### config.mk
export PLATFORM = sky130hd
export DESIGN_NAME = spl_sector_lock
export DESIGN_NICKNAME = d
export VERILOG_FILES = /design/src/spl_sync.v /design/src/spl_prot_regs.v /design/src/spl_sector_lock.v
export VERILOG_INCLUDE_DIRS = /design/src /design/src/src
export SDC_FILE = /design/constraint.sdc
export NUM_CORES = 1
export LEC_CHECK = 0
export BUFFER_PORTS_ARGS = -buffer_cell sky130_fd_sc_hd__buf_2
export CORE_ASPECT_RATIO = 0.7
export CORE_MARGIN = 4
export CORE_UTILIZATION = 54
export DETAILED_ROUTE_END_ITERATION = 8
export PLACE_DENSITY_LB_ADDON = 0.1
export SLEW_MARGIN = 20
export SYNTH_ARGS = -nofsm -noshare
export SYNTH_HDL_FRONTEND = slang
export SYNTH_SLANG_ARGS = --single-unit
### constraint.sdc
create_clock -name clk -period 1.65 [get_ports clk]
set_clock_uncertainty 0.1 [all_clocks]
set_input_delay 0.165 -clock clk [delete_from_list [all_inputs] [get_ports clk]]
set_output_delay 0.165 -clock clk [all_outputs]
set_load 0.1 [all_outputs]
### src/spl_map.vh
`ifndef SPL_MAP_VH
`define SPL_MAP_VH

// ------------------------------------------------------------
// Command opcodes
// ------------------------------------------------------------
`define SPL_OP_RD_PROT       8'h3C
`define SPL_OP_PROT_SECT     8'h36
`define SPL_OP_UNPROT_SECT   8'h39
`define SPL_OP_WR_STATUS     8'h01
`define SPL_OP_RD_STATUS     8'h05

// ------------------------------------------------------------
// Frame counts
// ------------------------------------------------------------
`define SPL_BYTE_LAST        5'h07
`define SPL_ADDR_LAST        5'h17

// ------------------------------------------------------------
// Address and status field positions
// ------------------------------------------------------------
`define SPL_SECT_MSB         17
`define SPL_SECT_LSB         16
`define SPL_ST_LOCK_BIT      7
`define SPL_ST_GLOB_MSB      5
`define SPL_ST_GLOB_LSB      2
`define SPL_GLOB_CLEAR       4'h0
`define SPL_GLOB_SET         4'hF

// ------------------------------------------------------------
// Summary encodings
// ------------------------------------------------------------
`define SPL_SUM_NONE         2'h0
`define SPL_SUM_SOME         2'h1
`define SPL_SUM_ALL          2'h3

// ------------------------------------------------------------
// Reset values
// ------------------------------------------------------------
`define SPL_RST_PROT         4'hF
`define SPL_RST_LOCK         1'b0
`define SPL_RST_PINS         4'hF

`endif

### src/spl_sync.v
`timescale 1ns/1ps
`include "spl_map.vh"

// ------------------------------------------------------------
// Two-stage pin synchroniser
// ------------------------------------------------------------
module spl_sync #(
   parameter W = 4
) (
   input  wire         clk,
   input  wire         rst_n,
   input  wire [W-1:0] pinIn,
   output reg  [W-1:0] pinSync
);

   reg [W-1:0] meta_r;

   // First stage feeds only the second stage
   always @(posedge clk or negedge rst_n) begin
      if (!rst_n) begin
         meta_r  <= `SPL_RST_PINS;
         pinSync <= `SPL_RST_PINS;
      end else begin
         meta_r  <= pinIn;
         pinSync <= meta_r;
      end
   end

endmodule

### src/spl_prot_regs.v
`timescale 1ns/1ps
`include "spl_map.vh"

// ------------------------------------------------------------
// Four sector protection bits
// ------------------------------------------------------------
module spl_prot_regs (
   input  wire       clk,
   input  wire       rst_n,
   input  wire       setAll,
   input  wire       clrAll,
   input  wire       setOne,
   input  wire       clrOne,
   input  wire [1:0] sel,
   output reg  [3:0] prot_r
);

   always @(posedge clk or negedge rst_n) begin
      if (!rst_n) begin
         prot_r <= `SPL_RST_PROT;
      end else if (setAll) begin
         prot_r <= 4'hF;
      end else if (clrAll) begin
         prot_r <= 4'h0;
      end else if (setOne) begin
         prot_r[sel] <= 1'b1;
      end else if (clrOne) begin
         prot_r[sel] <= 1'b0;
      end
   end

endmodule

### src/spl_sector_lock.v
`timescale 1ns/1ps
`include "spl_map.vh"


module spl_sector_lock (
   input  wire       clk,
   input  wire       rst_n,
   input  wire       csN,
   input  wire       sclk,
   input  wire       si,
   input  wire       wpN,
   output reg        so,
   output reg        soOe,
   output reg        protLockBit,
   output wire [3:0] sectorProtect,
   output reg  [1:0] sectorProtectSummary,
   output reg        hwLocked,
   output reg        swLocked
);

   // ---------------------------------------------------------
   // States and commands
   // ---------------------------------------------------------
   localparam ST_OPC  = 3'h0;
   localparam ST_ADDR = 3'h1;
   localparam ST_WRSR = 3'h2;
   localparam ST_OUT  = 3'h3;
   localparam ST_SKIP = 3'h4;

   localparam CMD_RDP  = 2'h0;
   localparam CMD_PROT = 2'h1;
   localparam CMD_UNPR = 2'h2;
   localparam CMD_RDSR = 2'h3;

   // ---------------------------------------------------------
   // Helpers
   // ---------------------------------------------------------
   // Shared by the status byte and the summary port
   function [1:0] summ;
      input [3:0] p;
      begin
         if (p == 4'hF)
            summ = `SPL_SUM_ALL;
         else if (p == 4'h0)
            summ = `SPL_SUM_NONE;
         else
            summ = `SPL_SUM_SOME;
      end
   endfunction

   // ---------------------------------------------------------
   // Pin synchronisation and edge detection
   // ---------------------------------------------------------
   wire [3:0] pinSync;
   wire       csS;
   wire       sclkS;
   wire       siS;
   wire       wpS;
   reg        sclkPrev_r;
   wire       sclkRise;
   wire       sclkFall;

   // Pins are asynchronous; nothing reads them raw
   spl_sync #(
      .W (4)
   ) u_sync (
      .clk     (clk),
      .rst_n   (rst_n),
      .pinIn   ({csN, sclk, si, wpN}),
      .pinSync (pinSync)
   );

   assign csS      = pinSync[3];
   assign sclkS    = pinSync[2];
   assign siS      = pinSync[1];
   assign wpS      = pinSync[0];
   // Edges count only while selected
   assign sclkRise = sclkS & ~sclkPrev_r & ~csS;
   assign sclkFall = ~sclkS & sclkPrev_r & ~csS;

   // ---------------------------------------------------------
   // Frame state
   // ---------------------------------------------------------
   reg  [2:0]  state_r;
   reg  [1:0]  cmd_r;
   reg  [4:0]  cnt_r;
   reg  [7:0]  shift_r;
   reg  [23:0] addr_r;
   reg  [7:0]  outByte_r;
   reg  [2:0]  outIdx_r;
   reg         setAll_r;
   reg         clrAll_r;
   reg         setOne_r;
   reg         clrOne_r;
   reg  [1:0]  sel_r;
   wire [7:0]  shift_nxt;
   wire [23:0] addr_nxt;
   wire [1:0]  sel_nxt;
   wire [3:0]  globField;
   wire        hwLock_nxt;
   wire [7:0]  statusByte;

   assign shift_nxt  = {shift_r[6:0], siS};
   assign addr_nxt   = {addr_r[22:0], siS};
   assign sel_nxt    = addr_nxt[`SPL_SECT_MSB:`SPL_SECT_LSB];
   assign globField  = shift_nxt[`SPL_ST_GLOB_MSB:`SPL_ST_GLOB_LSB];
   // Synced pin only; a raw level could split the decision
   assign hwLock_nxt = ~wpS & protLockBit;
   // Bits 5..2 read back summary, pin and a zero, not what was written
   assign statusByte = {protLockBit, 1'b0, summ(sectorProtect),
                        wpS, 1'b0, 2'h0};

   // Updates land one clk after the decode
   spl_prot_regs u_prot (
      .clk    (clk),
      .rst_n  (rst_n),
      .setAll (setAll_r),
      .clrAll (clrAll_r),
      .setOne (setOne_r),
      .clrOne (clrOne_r),
      .sel    (sel_r),
      .prot_r (sectorProtect)
   );

   // ---------------------------------------------------------
   // Command decode and protection updates
   // ---------------------------------------------------------
   always @(posedge clk or negedge rst_n) begin
      if (!rst_n) begin
         sclkPrev_r  <= 1'b1;
         state_r     <= ST_OPC;
         cmd_r       <= CMD_RDP;
         cnt_r       <= 5'h00;
         shift_r     <= 8'h00;
         addr_r      <= 24'h000000;
         outByte_r   <= 8'h00;
         setAll_r    <= 1'b0;
         clrAll_r    <= 1'b0;
         setOne_r    <= 1'b0;
         clrOne_r    <= 1'b0;
         sel_r       <= 2'h0;
         protLockBit <= `SPL_RST_LOCK;
      end else begin
         sclkPrev_r <= sclkS;
         setAll_r   <= 1'b0;
         clrAll_r   <= 1'b0;
         setOne_r   <= 1'b0;
         clrOne_r   <= 1'b0;
         if (csS) begin
            // Release may come mid-byte; nothing is committed
            state_r <= ST_OPC;
            cnt_r   <= 5'h00;
         end else if (sclkRise) begin
            shift_r <= shift_nxt;
            addr_r  <= addr_nxt;
            cnt_r   <= cnt_r + 5'h01;
            case (state_r)
               ST_OPC: begin
                  if (cnt_r == `SPL_BYTE_LAST) begin
                     cnt_r <= 5'h00;
                     case (shift_nxt)
                        `SPL_OP_RD_PROT: begin
                           cmd_r   <= CMD_RDP;
                           state_r <= ST_ADDR;
                        end
                        `SPL_OP_PROT_SECT: begin
                           cmd_r   <= CMD_PROT;
                           state_r <= ST_ADDR;
                        end
                        `SPL_OP_UNPROT_SECT: begin
                           cmd_r   <= CMD_UNPR;
                           state_r <= ST_ADDR;
                        end
                        `SPL_OP_WR_STATUS: begin
                           state_r <= ST_WRSR;
                        end
                        `SPL_OP_RD_STATUS: begin
                           cmd_r     <= CMD_RDSR;
                           outByte_r <= statusByte;
                           state_r   <= ST_OUT;
                        end
                        default: begin
                           state_r <= ST_SKIP;
                        end
                     endcase
                  end
               end
               ST_ADDR: begin
                  if (cnt_r == `SPL_ADDR_LAST) begin
                     state_r <= ST_SKIP;
                     sel_r   <= sel_nxt;
                     if (cmd_r == CMD_RDP) begin
                        // Only the register bit, never the pin
                        outByte_r <=
                           {8{sectorProtect[sel_nxt]}};
                        state_r   <= ST_OUT;
                     end else if (!protLockBit) begin
                        // Any lock state ignores single-sector changes
                        setOne_r <= (cmd_r == CMD_PROT);
                        clrOne_r <= (cmd_r == CMD_UNPR);
                     end
                  end
               end
               ST_WRSR: begin
                  if (cnt_r == `SPL_BYTE_LAST) begin
                     state_r <= ST_SKIP;
                     // Old lock value decides; clearing it never
                     // fires a global op in the same write
                     if (hwLock_nxt) begin
                        protLockBit <= protLockBit;
                     end else if (protLockBit) begin
                        // Soft lock: bit may clear, no global op
                        protLockBit <=
                           shift_nxt[`SPL_ST_LOCK_BIT];
                     end else begin
                        protLockBit <=
                           shift_nxt[`SPL_ST_LOCK_BIT];
                        clrAll_r <=
                           (globField == `SPL_GLOB_CLEAR);
                        setAll_r <= (globField == `SPL_GLOB_SET);
                     end
                  end
               end
               ST_OUT: begin
                  cnt_r <= 5'h00;
               end
               ST_SKIP: begin
                  cnt_r <= 5'h00;
               end
               default: begin
                  state_r <= ST_SKIP;
               end
            endcase
         end else if (sclkFall && state_r == ST_OUT) begin
            // Status read refreshes on each byte boundary
            if (cmd_r == CMD_RDSR && outIdx_r == 3'h7)
               outByte_r <= statusByte;
         end
      end
   end

   // ---------------------------------------------------------
   // Serial output
   // ---------------------------------------------------------
   // So moves 2..3 clk after the pin falls; the host
   // samples on the next rise, well clear of it
   always @(posedge clk or negedge rst_n) begin
      if (!rst_n) begin
         so       <= 1'b0;
         soOe     <= 1'b0;
         outIdx_r <= 3'h0;
      end else if (csS) begin
         soOe     <= 1'b0;
         so       <= 1'b0;
         outIdx_r <= 3'h0;
      end else if (sclkFall && state_r == ST_OUT) begin
         soOe     <= 1'b1;
         so       <= outByte_r[~outIdx_r];
         outIdx_r <= outIdx_r + 3'h1;
      end
   end

   // ---------------------------------------------------------
   // Lock state and summary outputs
   // ---------------------------------------------------------
   always @(posedge clk or negedge rst_n) begin
      if (!rst_n) begin
         hwLocked             <= 1'b0;
         swLocked             <= 1'b0;
         sectorProtectSummary <= `SPL_SUM_ALL;
      end else begin
         // Registered, so the lock flags trail the pins by 3 clk
         hwLocked             <= hwLock_nxt;
         swLocked             <= wpS & protLockBit;
         sectorProtectSummary <= summ(sectorProtect);
      end
   end

endmodule

# After elaboration in Yosys (flattened, before gate mapping)
# Cells that the tools add are included.
totals:
  regBits: 71
  inputBits: 6
classes:
  add_sub_neg: 2
  n_lt_le_gt_ge: 4
  n_eq_ne: 26
  n_mux: 63
  bitwise: 15
  n_reduce_logical: 21
op_table:
  columns: ["op", "n"]
  rows:
  - ["2-to-1 mux 8 bit", 7]
  - ["2-to-1 mux 1 bit", 32]
  - ["== test 8 x 6 -> 1 bit, second input constant", 3]
  - ["2-to-1 mux 3 bit", 8]
  - ["2-to-1 mux 4 bit", 4]
  - ["case mux 8 bit (2 select lines)", 1]
  - ["2-to-1 mux 5 bit", 3]
  - ["AND reduction 5 bit", 3]
  - ["inequality test 3 bit, second input constant", 4]
  - ["case mux 3 bit (4 select lines)", 1]
  - ["case mux 5 bit (2 select lines)", 1]
  - ["inequality test 3 x 2 -> 1 bit, second input constant", 3]
  - ["case mux 3 bit (3 select lines)", 1]
  - ["== test 4 bit, second input constant", 2]
  - ["== test 8 x 1 -> 1 bit, second input constant", 1]
  - ["== test 8 x 3 -> 1 bit, second input constant", 1]
  - ["logical NOT 4 bit", 2]
  - ["case mux 2 bit (4 select lines)", 1]
  - ["AND reduction 8 bit", 1]
  - ["nonzero test 2 bit", 4]
  - ["nonzero test 4 bit", 2]
  - ["bitwise AND 1 bit", 6]
  - ["== test 3 x 2 -> 1 bit, second input constant", 2]
  - ["== test 3 bit, second input constant", 2]
  - ["other kinds (28)", 36]

# Logic depth before layout (Yosys ltp)
logic_depth:
  word_depth: 10
  depth_mapped: 7
  depth_no_buf: 7

# By module
# Synthesis repeated with hierarchy kept, for this count alone.
hier_totals:
  cells_unflattened: 231
  hier_area_um2: 2796.4
by_module_without_submodules:
  columns: ["mod", "n_inst", "cells_each", "area_each_um2", "seq_area_each_um2"]
  rows:
  - ["spl_sector_lock", 1, 203, 2361.0, 1229.9]
  - ["spl_prot_regs", 1, 20, 225.2, 105.1]
  - ["spl_sync", 1, 8, 210.2, 210.2]

# Worst setup path after synthesis
# Ideal clock, no wire load.
synth_path:
  kind: "register to register"
  start: "reg state_r[2]"
  end: "reg outByte_r[6]"
  arrival_time_ns: 1.575
  t_required_ns: 1.425
  setup_slack_ns: -0.150
  path_stages_with_launch: 6
  n_path_buf: 0
  period_less_slack_ns: 1.800
  path_cell_list: "dfrtp_1 nand2b_4 or4_4 o2bb2ai_2 a31oi_4 mux2_4"
synth_between:
  elab_chain_cells: 4
  elab_cells_between_ends: 13
  cone_classes: "eq/ne (7); mux (2); reduce/logical (4)"
synth_rtl:
  columns: ["element", "line", "text"]
  rows:
  - ["start, declared", "spl_sector_lock.v:84", "reg [2:0] state_r;"]
  - ["start signal, assigned", "spl_sector_lock.v:131", "state_r <= ST_OPC;"]
  - ["start signal, assigned", "spl_sector_lock.v:151", "state_r <= ST_OPC;"]
  - ["start signal, assigned", "spl_sector_lock.v:164", "state_r <= ST_ADDR;"]
  - ["== test 3 x 2 -> 1 bit", "spl_sector_lock.v:234", "end else if (sclkFall && state_r == ST_OUT) begin"]
  - ["logical AND 1 bit", "spl_sector_lock.v:234", null]
  - ["nonzero test 2 bit (no source line)", null, null]
  - ["AND reduction 8 bit (no source line)", null, null]
  - ["end signal, assigned", "spl_sector_lock.v:179", "outByte_r <= statusByte;"]
  - ["end signal, assigned", "spl_sector_lock.v:194", "outByte_r <="]
  - ["end signal, assigned", "spl_sector_lock.v:237", "outByte_r <= statusByte;"]
  - ["end, declared", "spl_sector_lock.v:89", "reg [7:0] outByte_r;"]
# Parallel ways exist; a longest one is shown, timed or not.
# A chain may end at the register's enable or synchronous reset.

# Worst setup path in the final report
layout_path:
  start: "reg cnt_r[0]"
  end: "reg cmd_r[0]"
layout_between:
  elab_chain_cells: 2
layout_rtl:
  columns: ["element", "line", "text"]
  rows:
  - ["start, declared", "spl_sector_lock.v:86", "reg [4:0] cnt_r;"]
  - ["start signal, assigned", "spl_sector_lock.v:156", "cnt_r <= cnt_r + 5'h01;"]
  - ["== test 5 x 3 -> 1 bit (no source line)", null, null]
  - ["AND reduction 5 bit (no source line)", null, null]
  - ["end signal, assigned", "spl_sector_lock.v:132", "cmd_r <= CMD_RDP;"]
  - ["end signal, assigned", "spl_sector_lock.v:163", "cmd_r <= CMD_RDP;"]
  - ["end signal, assigned", "spl_sector_lock.v:167", "cmd_r <= CMD_PROT;"]
  - ["end, declared", "spl_sector_lock.v:85", "reg [1:0] cmd_r;"]
# No other way between the ends.

==> out/qor.yml <==
die:
  die_area_um2: 6400
  die_h_um: 68.2
  rows: 21
  initial_core_util: 0.571
  io_pins: 17
  fp.coreArea_um2: 4890
  die_width_um: 94.0
layout:
  utilization: 0.815
  area_growth_pct: 42.6
  instances_no_fill: 395
  nets: 330
  layout-drive-gt1-share: 0.506
  n_antenna_cell: 0
clocking:
  clk_latency_ns: 0.35
  clkTransAtPathRegs_ns: 0.07
  clk_path_buf_depth: 2
  cts_sinks: 61
  cts_root_buf: "clkbuf_8"
  cts_tree: "built"
  numCtsBuffers: 9
  cts_max_level: 3
grt:
  first_global_vias: 2122
  grt_pass1_wl_um: 10500
  grt_usage: 0.221
  overflow: 0
  grt_start_max_net_pins: 62
  antenna_found_initial: 0
timing:
  setup_violations: 26
  post-route-period-util: 1.10
  rsz0062_at_grt: "yes"
  drv_slew: 0
  maxSlewHeadroom: 0.674
  finalHoldWorstSlack_ns: 0.257
  max_freq_ghz: 0.552
  worstMarginPinSlew_ns: 0.493
  min_period_ns: 1.81
  final.setup.tns_ns: -1.50
  fin_ws_ns: -0.160
  hold_viol: 0
synthesis:
  ys_ff_latch: 61
  yosysTopAreaCell: "dfrtp_1"
  avgSynthCellArea_um2: 11.9
  syn_inst: 235
  synth_top_cell_area_share: 0.412
  yosysMostFrequentCell: "dfrtp_1"
  synth_cell_types: 48
  ys_async_sr_fraction: 1.00
  netlist_area_um2: 2790
  synth-main-ff-cell: "dfrtp_1"
  syn_nets: 244
  yosys-top-cells-area: "dfrtp_1 41%, dfstp_2 14%, mux2_2 7.3%, mux2i_1 3.2%, nand2_1 2.7%"
  synth_seq_area_share: 0.553
  synthTopCellsByCount: "46 x dfrtp_1, 20 x nand2_1, 18 x mux2_2"
  ys_warn_count: 0
  synth_edf_count: 0
drt:
  first_pass_iters: 9
  wl_um: 6960
  drt_iter0_markers: 185
  ant_nets: 0
  wl_per_cell_um: 17.6
  vias: 2237
  viasPerCell: 5.66
  drc: 2
placement:
  gp_congestion: 0.865
  portBuffers: 16
  dp.cells: 363
  hpwlAfterDp_um: 4040
worst_setup_path:
  crit_fanout: 4
  worst-setup-path-type: "reg -> reg"
  worstSetupEndpointType: "flop"
  crit_arrival_ns: 1.96
  cp-start-kind: "flop"
  cp.required_ns: 1.80
outcome:
  outcome: "finished, violations left"
  violations: "design-rule violations, negative setup slack"
pwr:
  swShare: 0.270
  p_seq_frac: 0.449
  p_sw_mw: 1.02
  p_per_area_nw_per_um2: 951
  peakVddDrop_v: 0.000740
  leakagePower_nw: 1.82
  intPower_mw: 2.76
  combPwrFrac: 0.176
  pwr-share-clk: 0.374
hold_path:
  min_path_type: "in -> async"
flow_run:
  cap_violations: 0
[stage by stage]
stage / setup WS [ns] / instance area (µm²) / power (mW)
after floorplan: -0.148 / 2860 / 1.95
after global placement: -0.132 / 3370 / 2.21
after detailed placement: -0.203 / 3370 / 2.23
after CTS: -0.0893 / 3730 / 3.69
after global routing: -0.213 / 3980 / 3.94
final: -0.160 / 3980 / 3.79
[metal layers]
layer	GRT usage	vias to the layer above	wire length, µm
met5	0	-	0
met4	0.0703	0	246
met3	0.0626	28	456
met2	0.364	99	3300
met1	0.287	1094	2950
li1	-	1016	-
[registers in the layout, indices dropped and copies added (netlist names), 2 cells and up]
register,flops
addr_r,11
outIdx_r,3
sectorProtectSummary,2
cnt_r,5
u_sync.pinSync,4
sel_r,2
shift_r,6
outByte_r,5
u_prot.prot_r,4
state_r,3
cmd_r,2
u_sync.meta_r,4
[placed cells by master (no fill, tap or decap), types with 4 or more instances in the layout]
master and instances:
o21ai_0 6, nand2_1 16, mux2_4 18, inv_1 12, buf_4 52, nor2_1 11
nand3_1 7, a21oi_1 11, clkbuf_8 9, dfrtp_1 46, buf_2 12, o21ai_1 4
buf_6 9, mux2i_1 9, dfstp_4 4, dlygate4sd3_1 5, dfstp_2 11, o21ai_2 4
[repair_timing]
action                     in CTS  in global routing
setup endpoints to repair      20                 38
setup buffers                   2                 10
pin swaps                       5                 13
hold endpoints to repair       50                  0
gates cloned                    0                  2
hold buffers                    5                  0
gates resized for setup        25                 51
[kinds of logic after synthesis]
kind of cell | share of synthesized area
xor+xnor | 0.00941
fa+ha+maj | 0.0134
mux | 0.126
buf+inv | 0.0287
flops | 0.553
compound gates | 0.0990
simple gates | 0.170
[path summary, 6_finish.rpt]
check	start	endpoint	depth (start not counted)	slack, ns
setup / recovery	cnt_r[0]	cmd_r[0]	8	-0.16
hold / removal	rst_n	outByte_r[4]	3	0.26
setup reg to reg	cnt_r[0]	cmd_r[0]	8	-0.16
hold reg to reg	u_sync.meta_r[1]	u_sync.pinSync[1]	0	0.26
max in group asynchronous	rst_n	u_sync.meta_r[2]	3	0.88
min in group clk	u_sync.meta_r[1]	u_sync.pinSync[1]	0	0.26
[layout make-up]
class,count,area (µm²)
clock inverter,6,70.1
fill,277,906
inverter,12,45.0
sequential,61,1560
multi-input combinational,156,1420
tap,69,86.3
clock buffer,10,149
timing repair buffer,81,652
[critical path, cell delays in order (launching register included)]
cell       delay (ns)
dfrtp_1          0.39
ha_4             0.17
nand4bb_4        0.12
buf_4            0.16
nor3_2           0.15
buf_4            0.18
and2_4           0.16
o21ai_0          0.08
a31oi_1          0.19
[power groups by stage]
stage | Combinational [mW] | Sequential [mW] | Clock, mW
2_1_floorplan | 0.230 | 1.72 | 0
3_3_place_gp | 0.505 | 1.70 | 0
3_5_place_dp | 0.516 | 1.71 | 0
4_1_cts | 0.555 | 1.69 | 1.44
5_1_grt | 0.716 | 1.72 | 1.51
6_report | 0.668 | 1.70 | 1.42
(Power assumes the default switching activity.)
